$ cat src/common/i2cab_map.svh
// Register map, field positions, reset values and bit counts of the abort and DMA block
`ifndef I2CAB_MAP_SVH
`define I2CAB_MAP_SVH

`define I2CAB_TX_FILL_COUNT_ADDR     32'h50001574
`define I2CAB_CAUSE_ADDR     32'h50001580
`define I2CAB_DMACR_ADDR     32'h50001588
`define I2CAB_TDLR_ADDR      32'h5000158c
`define I2CAB_RDLR_ADDR      32'h50001590
`define I2CAB_SDASETUP_ADDR  32'h50001594

`define I2CAB_B_10B_RD       10
`define I2CAB_B_SBYTE_NORST  9
`define I2CAB_B_HS_NORST     8
`define I2CAB_B_SBYTE_ACK    7
`define I2CAB_B_HS_ACK       6
`define I2CAB_B_GCALL_READ   5
`define I2CAB_B_GCALL_NACK   4
`define I2CAB_B_DATA_NACK    3
`define I2CAB_B_ADDR2_NACK   2
`define I2CAB_B_ADDR1_NACK   1
`define I2CAB_B_ADDR7_NACK   0

`define I2CAB_B_TX_GATE      1
`define I2CAB_B_RX_GATE      0

`define I2CAB_DMACR_RST      2'h0
`define I2CAB_TDLR_RST       5'h00
`define I2CAB_RDLR_RST       5'h00
`define I2CAB_SDASETUP_RST   8'h64

`define I2CAB_ACK_BIT        4'h8

`endif

$ cat src/common/i2cab_pkg.sv
// Types of the abort and DMA block
package i2cab_pkg;

    typedef enum logic [3:0] {
        MON_IDLE,
        MON_SBYTE,
        MON_HSCODE,
        MON_GCALL,
        MON_ADDR7,
        MON_ADDR1,
        MON_ADDR2,
        MON_DATA,
        MON_WAIT
    } i2cab_mon_type;

    typedef struct packed {
        logic          sclS1;
        logic          sclS2;
        logic          sclPrev;
        logic          sdaS1;
        logic          sdaS2;
        logic          sdaPrev;
        i2cab_mon_type mon;
        logic [3:0]    bitCnt;
        logic          preDone;
        logic [15:0]   cause;
        logic [15:0]   pend;
        logic [1:0]    dmaCr;
        logic [4:0]    txLvl;
        logic [4:0]    rxLvl;
        logic [7:0]    sdaSetup;
        logic [31:0]   rdata;
        logic          ready;
        logic          slverr;
        logic          txReq;
        logic          rxReq;
        logic [15:0]   outData;
        logic          outValid;
        logic [15:0]   skidData;
        logic          skidValid;
    } i2cab_state_type;

endpackage

$ cat src/hw/i2cab_abort_dma.sv
// Abort cause capture, DMA watermark requests and their APB registers
//
// Local design decision: the APB register port.
`timescale 1ns/100ps
`include "i2cab_map.svh"

module i2cab_abort_dma (
    input  wire logic        sys_clk,
    input  wire logic        rst_n,
    input  wire logic        psel,
    input  wire logic        penable,
    input  wire logic        pwrite,
    input  wire logic [31:0] paddr,
    input  wire logic [31:0] pwdata,
    output logic      [31:0] prdata,
    output logic             pready,
    output logic             pslverr,
    input  wire logic        repeatedStartAllow,
    input  wire logic        commandFlagA,
    input  wire logic        gencallOrStartbyteSelect,
    input  wire logic        highSpeedMode,
    input  wire logic        tenBitMode,
    input  wire logic        masterActive,
    input  wire logic        cmdIssue,
    input  wire logic        readCmd,
    input  wire logic        nextCmdRead,
    input  wire logic        txPending,
    input  wire logic        abortClear,
    input  wire logic        controllerEnable,
    input  wire logic  [5:0] txFillCount,
    input  wire logic  [5:0] rxFillCount,
    input  wire logic        sclIn,
    input  wire logic        sdaIn,
    output logic             dmaTxReq,
    output logic             dmaRxReq,
    output logic       [7:0] sdaSetupDelay,
    output logic      [15:0] abtData,
    output logic             abtValid,
    input  wire logic        abtReady
);

    i2cab_pkg::i2cab_state_type st;
    i2cab_pkg::i2cab_state_type nx;

    logic        startByteReq;
    logic        gcallReq;
    logic        startCond;
    logic        stopCond;
    logic        sclRise;
    logic        ackSlot;
    logic        acked;
    logic [15:0] sets;
    logic        setup;
    logic        access;
    logic        addrHit;
    logic [31:0] rd;
    logic        push;
    logic        outFree;

    assign startByteReq = commandFlagA & gencallOrStartbyteSelect;
    assign gcallReq     = commandFlagA & ~gencallOrStartbyteSelect;
    // Edges are taken from the second sync stage against its delayed copy
    assign startCond    = st.sclS2 & st.sclPrev & st.sdaPrev & ~st.sdaS2;
    assign stopCond     = st.sclS2 & st.sclPrev & ~st.sdaPrev & st.sdaS2;
    assign sclRise      = st.sclS2 & ~st.sclPrev;
    assign ackSlot      = sclRise && (st.bitCnt == `I2CAB_ACK_BIT);
    assign acked        = ~st.sdaS2;
    assign setup        = psel & ~penable;
    assign access       = psel & penable & st.ready;

    always_comb
    begin
        addrHit = 1'b1;
        rd      = 32'h0;
        case (paddr)
            `I2CAB_TX_FILL_COUNT_ADDR:    rd[5:0]  = txFillCount;
            `I2CAB_CAUSE_ADDR:    rd[15:0] = st.cause;
            `I2CAB_DMACR_ADDR:    rd[1:0]  = st.dmaCr;
            `I2CAB_TDLR_ADDR:     rd[4:0]  = st.txLvl;
            `I2CAB_RDLR_ADDR:     rd[4:0]  = st.rxLvl;
            `I2CAB_SDASETUP_ADDR: rd[7:0]  = st.sdaSetup;
            default:              addrHit  = 1'b0;
        endcase
    end

    always_comb
    begin
        nx      = st;
        sets    = 16'h0;
        push    = 1'b0;
        outFree = 1'b0;

        nx.sclS1   = sclIn;
        nx.sclS2   = st.sclS1;
        nx.sclPrev = st.sclS2;
        nx.sdaS1   = sdaIn;
        nx.sdaS2   = st.sdaS1;
        nx.sdaPrev = st.sdaS2;

        // Restart-disabled checks act on the queued command
        if (cmdIssue && !repeatedStartAllow && tenBitMode && readCmd)
        begin
            sets[`I2CAB_B_10B_RD] = 1'b1;
        end
        // Level set, so a clear while the cause stands leaves the bit set
        if (txPending && !repeatedStartAllow && startByteReq)
        begin
            sets[`I2CAB_B_SBYTE_NORST] = 1'b1;
        end
        if (cmdIssue && !repeatedStartAllow && highSpeedMode)
        begin
            sets[`I2CAB_B_HS_NORST] = 1'b1;
        end

        // Bus monitor of our own master transfers
        if (sclRise)
        begin
            nx.bitCnt = st.bitCnt + 4'h1;
        end
        if (ackSlot)
        begin
            nx.bitCnt = 4'h0;
            case (st.mon)
                i2cab_pkg::MON_SBYTE:
                begin
                    if (acked)
                    begin
                        sets[`I2CAB_B_SBYTE_ACK] = 1'b1;
                    end
                    else
                    begin
                        nx.preDone = 1'b1;
                    end
                    nx.mon = i2cab_pkg::MON_WAIT;
                end
                i2cab_pkg::MON_HSCODE:
                begin
                    if (acked)
                    begin
                        sets[`I2CAB_B_HS_ACK] = 1'b1;
                    end
                    else
                    begin
                        nx.preDone = 1'b1;
                    end
                    nx.mon = i2cab_pkg::MON_WAIT;
                end
                i2cab_pkg::MON_GCALL:
                begin
                    if (!acked)
                    begin
                        sets[`I2CAB_B_GCALL_NACK] = 1'b1;
                        nx.mon = i2cab_pkg::MON_WAIT;
                    end
                    else if (nextCmdRead)
                    begin
                        sets[`I2CAB_B_GCALL_READ] = 1'b1;
                        nx.mon = i2cab_pkg::MON_WAIT;
                    end
                    else
                    begin
                        nx.mon = i2cab_pkg::MON_DATA;
                    end
                end
                i2cab_pkg::MON_ADDR7:
                begin
                    if (!acked)
                    begin
                        sets[`I2CAB_B_ADDR7_NACK] = 1'b1;
                        nx.mon = i2cab_pkg::MON_WAIT;
                    end
                    else
                    begin
                        nx.mon = i2cab_pkg::MON_DATA;
                    end
                end
                i2cab_pkg::MON_ADDR1:
                begin
                    if (!acked)
                    begin
                        sets[`I2CAB_B_ADDR1_NACK] = 1'b1;
                        nx.mon = i2cab_pkg::MON_WAIT;
                    end
                    else
                    begin
                        nx.mon = i2cab_pkg::MON_ADDR2;
                    end
                end
                i2cab_pkg::MON_ADDR2:
                begin
                    if (!acked)
                    begin
                        sets[`I2CAB_B_ADDR2_NACK] = 1'b1;
                        nx.mon = i2cab_pkg::MON_WAIT;
                    end
                    else
                    begin
                        nx.mon = i2cab_pkg::MON_DATA;
                    end
                end
                i2cab_pkg::MON_DATA:
                begin
                    // Reached only after the address was acknowledged
                    if (!acked)
                    begin
                        sets[`I2CAB_B_DATA_NACK] = 1'b1;
                        nx.mon = i2cab_pkg::MON_WAIT;
                    end
                end
                default:
                begin
                    nx.mon = st.mon;
                end
            endcase
        end
        if (startCond && masterActive)
        begin
            nx.bitCnt = 4'h0;
            if (st.preDone || (!startByteReq && !highSpeedMode && !gcallReq))
            begin
                nx.mon = tenBitMode ? i2cab_pkg::MON_ADDR1
                                    : i2cab_pkg::MON_ADDR7;
            end
            else if (startByteReq)
            begin
                nx.mon = i2cab_pkg::MON_SBYTE;
            end
            else if (highSpeedMode)
            begin
                nx.mon = i2cab_pkg::MON_HSCODE;
            end
            else
            begin
                nx.mon = i2cab_pkg::MON_GCALL;
            end
        end
        if (stopCond || !masterActive)
        begin
            nx.mon     = i2cab_pkg::MON_IDLE;
            nx.preDone = 1'b0;
            nx.bitCnt  = 4'h0;
        end

        // Set wins over the clear in the same cycle
        nx.cause = (abortClear ? 16'h0 : st.cause) | sets;

        // Abort records: pending bits merge while the buffer is full
        push = (st.pend != 16'h0) && !st.skidValid;
        nx.pend = (push ? 16'h0 : st.pend) | sets;
        outFree = !st.outValid || abtReady;
        if (st.outValid && abtReady)
        begin
            nx.outValid  = st.skidValid;
            nx.outData   = st.skidData;
            nx.skidValid = 1'b0;
            outFree      = !st.skidValid;
        end
        if (push)
        begin
            if (outFree)
            begin
                nx.outValid = 1'b1;
                nx.outData  = st.pend;
            end
            else
            begin
                nx.skidValid = 1'b1;
                nx.skidData  = st.pend;
            end
        end

        // DMA watermark requests
        nx.txReq = st.dmaCr[`I2CAB_B_TX_GATE]
                   && (txFillCount <= {1'b0, st.txLvl});
        nx.rxReq = st.dmaCr[`I2CAB_B_RX_GATE]
                   && (rxFillCount >= 6'({1'b0, st.rxLvl} + 6'h1));

        // APB: one wait-free access phase after every setup
        nx.ready = setup;
        if (setup)
        begin
            nx.rdata  = pwrite ? 32'h0 : rd;
            nx.slverr = !addrHit;
        end
        else if (!psel)
        begin
            nx.slverr = 1'b0;
        end
        if (access && pwrite)
        begin
            case (paddr)
                `I2CAB_DMACR_ADDR: nx.dmaCr = pwdata[1:0];
                `I2CAB_TDLR_ADDR:  nx.txLvl = pwdata[4:0];
                `I2CAB_RDLR_ADDR:  nx.rxLvl = pwdata[4:0];
                `I2CAB_SDASETUP_ADDR:
                begin
                    // Timing change only while the controller is off
                    if (!controllerEnable)
                    begin
                        nx.sdaSetup = pwdata[7:0];
                    end
                end
                default:
                begin
                    nx.dmaCr = st.dmaCr;
                end
            endcase
        end
    end

    always_ff @(posedge sys_clk or negedge rst_n)
    begin
        if (!rst_n)
        begin
            st          <= '0;
            st.sclS1    <= 1'b1;
            st.sclS2    <= 1'b1;
            st.sclPrev  <= 1'b1;
            st.sdaS1    <= 1'b1;
            st.sdaS2    <= 1'b1;
            st.sdaPrev  <= 1'b1;
            st.mon      <= i2cab_pkg::MON_IDLE;
            st.dmaCr    <= `I2CAB_DMACR_RST;
            st.txLvl    <= `I2CAB_TDLR_RST;
            st.rxLvl    <= `I2CAB_RDLR_RST;
            st.sdaSetup <= `I2CAB_SDASETUP_RST;
        end
        else
        begin
            st <= nx;
        end
    end

    assign prdata        = st.rdata;
    assign pready        = st.ready;
    assign pslverr       = st.slverr;
    assign dmaTxReq      = st.txReq;
    assign dmaRxReq      = st.rxReq;
    assign sdaSetupDelay = st.sdaSetup;
    assign abtData       = st.outData;
    assign abtValid      = st.outValid;
endmodule

$ cat config.mk
export PLATFORM = sky130hd
export DESIGN_NAME = i2cab_abort_dma
export DESIGN_NICKNAME = d
export VERILOG_FILES = /design/src/common/i2cab_pkg.sv /design/src/hw/i2cab_abort_dma.sv
export VERILOG_INCLUDE_DIRS = /design/src /design/src/common
export SDC_FILE = /design/constraint.sdc
export NUM_CORES = 1
export LEC_CHECK = 0
export BUFFER_PORTS_ARGS = -buffer_cell sky130_fd_sc_hd__buf_2
export CORE_MARGIN = 2
export CORE_UTILIZATION = 25
export CTS_CLUSTER_SIZE = 16
export DETAILED_ROUTE_END_ITERATION = 16
export SLEW_MARGIN = 20
export SYNTH_ARGS = -nofsm -noshare
export SYNTH_HDL_FRONTEND = slang
export SYNTH_SLANG_ARGS = --single-unit
export TNS_END_PERCENT = 10
$ cat constraint.sdc
create_clock -name sys_clk -period 1.9 [get_ports sys_clk]
set_input_delay 0.285 -clock sys_clk [delete_from_list [all_inputs] [get_ports sys_clk]]
set_output_delay 0.285 -clock sys_clk [all_outputs]
set_load 0.03 [all_outputs]
==> summary.txt <==
Place
  • DP HPWL: 9990 µm
  • Dpl ws: -155 ps
  • Gpl congestion: 0.795
  • PortBufs: 111
  • Dpl cell area: 0.00611 mm²

Logic synthesis
  • Mean area per synthesized cell: 10.2 µm²
  • FFs w/ async S/R, synth: 100%
  • Post-synth top flop: dfrtp_1
  • Post-synth top area share: 43.8%
  • Register area share after synthesis: 48.3%
  • Cells after synthesis: 516
  • Post-synth EDFFs: 0
  • Ys Warns: 0
  • Flops & latches, synth: 101
  • Top cells by area, synth: dfrtp_1, buf_4, mux2_2
  • Synth cell types: 59
  • Top cell type by total area after synthesis: dfrtp_1
  • Synthesized area: 0.00525 mm²

Floorplanning
  • Chip Height: 149 µm
  • Die extent in x: 149 µm
  • Num rows: 53
  • Initial core utilization: 25.2%
  • I/O pins: 157
  • Core Area: 0.0208 mm²
  • Die area: 0.0222 mm²

Critical path
  • Largest fanout on the critical path: 5
  • CP endpoint: st[106]$_DFF_PN0_
  • CP startpoint kind: flip-flop
  • CP Buf/Inv Count: 0
  • Worst-path cell chain: nand2b_1 -> or4_4 -> or2_1 -> or3_4 -> o21ai_2
  • Critical path data arrival time: 2170 ps
  • Crit Reg-Reg Startpoint: nx[134]$_DFF_PN1_
  • Reg2reg setup slack: 10 ps
  • Reg-to-reg endpoint: st[106]$_DFF_PN0_
  • Critical Path Max Stage Delay: 550 ps
  • FF-to-FF path depth: 5
  • Crit path kind: reg2reg
  • Levels on crit path: 5
  • WP data required: 2180 ps
  • Critical path capture point type: flip-flop
  • CP top delay family: simple AND/OR/NAND/NOR gates
  • Critical path's slowest cell: dfstp_2
  • Crit path from: nx[134]$_DFF_PN1_

STA
  • Minimum clock period after layout: 1890 ps
  • Actual slew at the worst max-slew pin: 603 ps
  • RSZ-0062 raised after global routing: yes
  • Setup TNS: 0 ps
  • Slew headroom: 59.8%
  • Tcrit/Tclk final: 99.3%
  • Final WS setup: 12.8 ps
  • Hold Fails Final Rpt: 0
  • F_max: 530 MHz
  • Hold_ws: 29.9 ps
  • Worst Skew: 11.7 ps
  • Slew Limit Fails: 0
  • Setup violators final: 0

Drt
  • WL per Instance: 13.9 µm
  • Drc violations: 0
  • Vias: 4002
  • Vias/cell: 4.37
  • Initial DRC count: 237
  • ANT nets after route: 0
  • Drt first pass iters: 5
  • Routed WL: 12800 µm

Final layout
  • Most common cell after layout, fill and taps aside: buf_2
  • Layout cell share with drive strength beyond 1: 36.9%
  • Nets: 744
  • Fill cells: 2197
  • Syn-to-layout area delta: 23.3%
  • Final instance area: 0.00648 mm²
  • Most frequent cells in the layout: buf_2, dfrtp_1, buf_4, nand2_1, nor2_1

Worst hold path
  • Hold Path Depth: 1
  • Hold Path Class: in2reg

Clocking
  • Clk sinks: 101
  • Root buffer cell: clkbuf_16
  • CTS tree: built
  • Setup bufs post-CTS: 0
  • Reg clk slew, reported paths: 70 ps
  • Clk Latency, worst-skew pair: 360 ps
  • Max Root-Sink Buffers: 2
  • H-tree lvl count: 3
  • CTS Buf Count: 9

Flow run
  • Max_cap viols: 0

Global route
  • Initial antenna violation count: 1
  • Routing usage on met1: 15.2%
  • M2 GR Usage: 19.3%
  • Met3 Usage GRT: 2.45%
  • Total Routing Usage GR: 11.7%
  • Pin count of the biggest net entering global routing: 43
  • First-pass GRT wire length: 20000 µm
  • Gr busiest metal: met2
  • Total gr overflow: 0
  • Vias in the first global route: 3881

Power
  • Leak pwr: 0.00327 µW
  • VDD IR max: 0.436 mV
  • PwrDens: 864 mW/mm²

Status
  • Outcome: finished clean
[sequential cells by signal, indices dropped and copies added (netlist names), 4 cells and up]
| name | cells |
|---|---|
| sdaSetupDelay | 8 |
| prdata | 11 |
| st | 57 |
| nx | 4 |
| abtData | 16 |
[worst register-to-register path, delay by kind of cell, from the launching register on]
| family | cells | cell delay (ps) |
|---|---|---|
| AOI/OAI and AO/OA | 1 | 70 |
| DFF | 1 | 550 |
| and+or+nand+nor | 4 | 1200 |
[report_power, final]
part | switching (µW) | leakage, µW | internal [µW]
Clock | 897 | 0.000151 | 1050
Combinational | 744 | 0.00178 | 455
Sequential | 107 | 0.00133 | 2340
[kinds of logic after synthesis]
family | Yosys count | share of synthesized area (%)
adders and majority gates | 14 | 3.33
DFF | 101 | 48.3
and+or+nand+nor | 152 | 15.0
other | 1 | 0.0714
buffers and inverters | 103 | 11.8
AOI/OAI and AO/OA | 97 | 11.8
xor gates and xnor gates | 4 | 0.667
muxes | 44 | 9.03
[repair_timing]
item | 4_1_cts | 5_1_grt
hold buffers | 1 | 0
pin swaps | 1 | 2
resized for setup | 5 | 8
hold endpoints to repair | 18 | 0
endpoints found under the setup margin | 19 | 8
[metal layers]
| metal | wire [µm] | part of all wire (%) |
|---|---|---|
| met5 | 0 | 0 |
| met4 | 193 | 1.5 |
| met3 | 690 | 5.4 |
| met2 | 6050 | 47 |
| met1 | 5820 | 46 |
[final cells by class]
cell class,count,area [µm²],share of cell area [%]
Antenna cell,1,2.50,0.0386
Clock inverter,7,91.3,1.41
Timing Repair Buffer,163,967,14.9
Sequential cell,101,2540,39.2
Multi-Input combinational cell,332,2210,34.1
Tap cell,275,344,5.31
Clock buffer,9,225,3.48
Inverter,27,101,1.56
[metrics by stage]
stage / power (µW) / cells / utilization (%)
detailed placement: 3700 / 897 / 29.4
finish: 5600 / 915 / 31.1
CTS: 5680 / 914 / 31.0
global route: 5890 / 914 / 31.1
floorplan: 3410 / 536 / -
global placement: 3680 / 897 / 29.4
[synth_stat cells (all sizes together), types with 7 or more instances]
cell type and count:
clkbuf 15, buf 61, inv 27, nand2 42, mux2i 17, a21oi 24
dfstp 9, nand3 11, dfrtp 92, and3 8, ha 14, mux2 27
a22o 7, nor4 7, nand2b 10, o21ai 30, nor2 34
[worst min path at each step]
stage,start,to,slack (ps)
5_1_grt,sdaIn,nx[132]$_DFF_PN1_,20
4_1_cts,sdaIn,nx[132]$_DFF_PN1_,10
6_report,sdaIn,nx[132]$_DFF_PN1_,30
2_1_floorplan,rst_n,abtData[0]$_DFF_PN0_,-10
3_5_place_dp,rst_n,dmaRxReq$_DFF_PN0_,230
3_3_place_gp,rst_n,dmaRxReq$_DFF_PN0_,230
No activity file was read; power rests on OpenSTA's default activity.
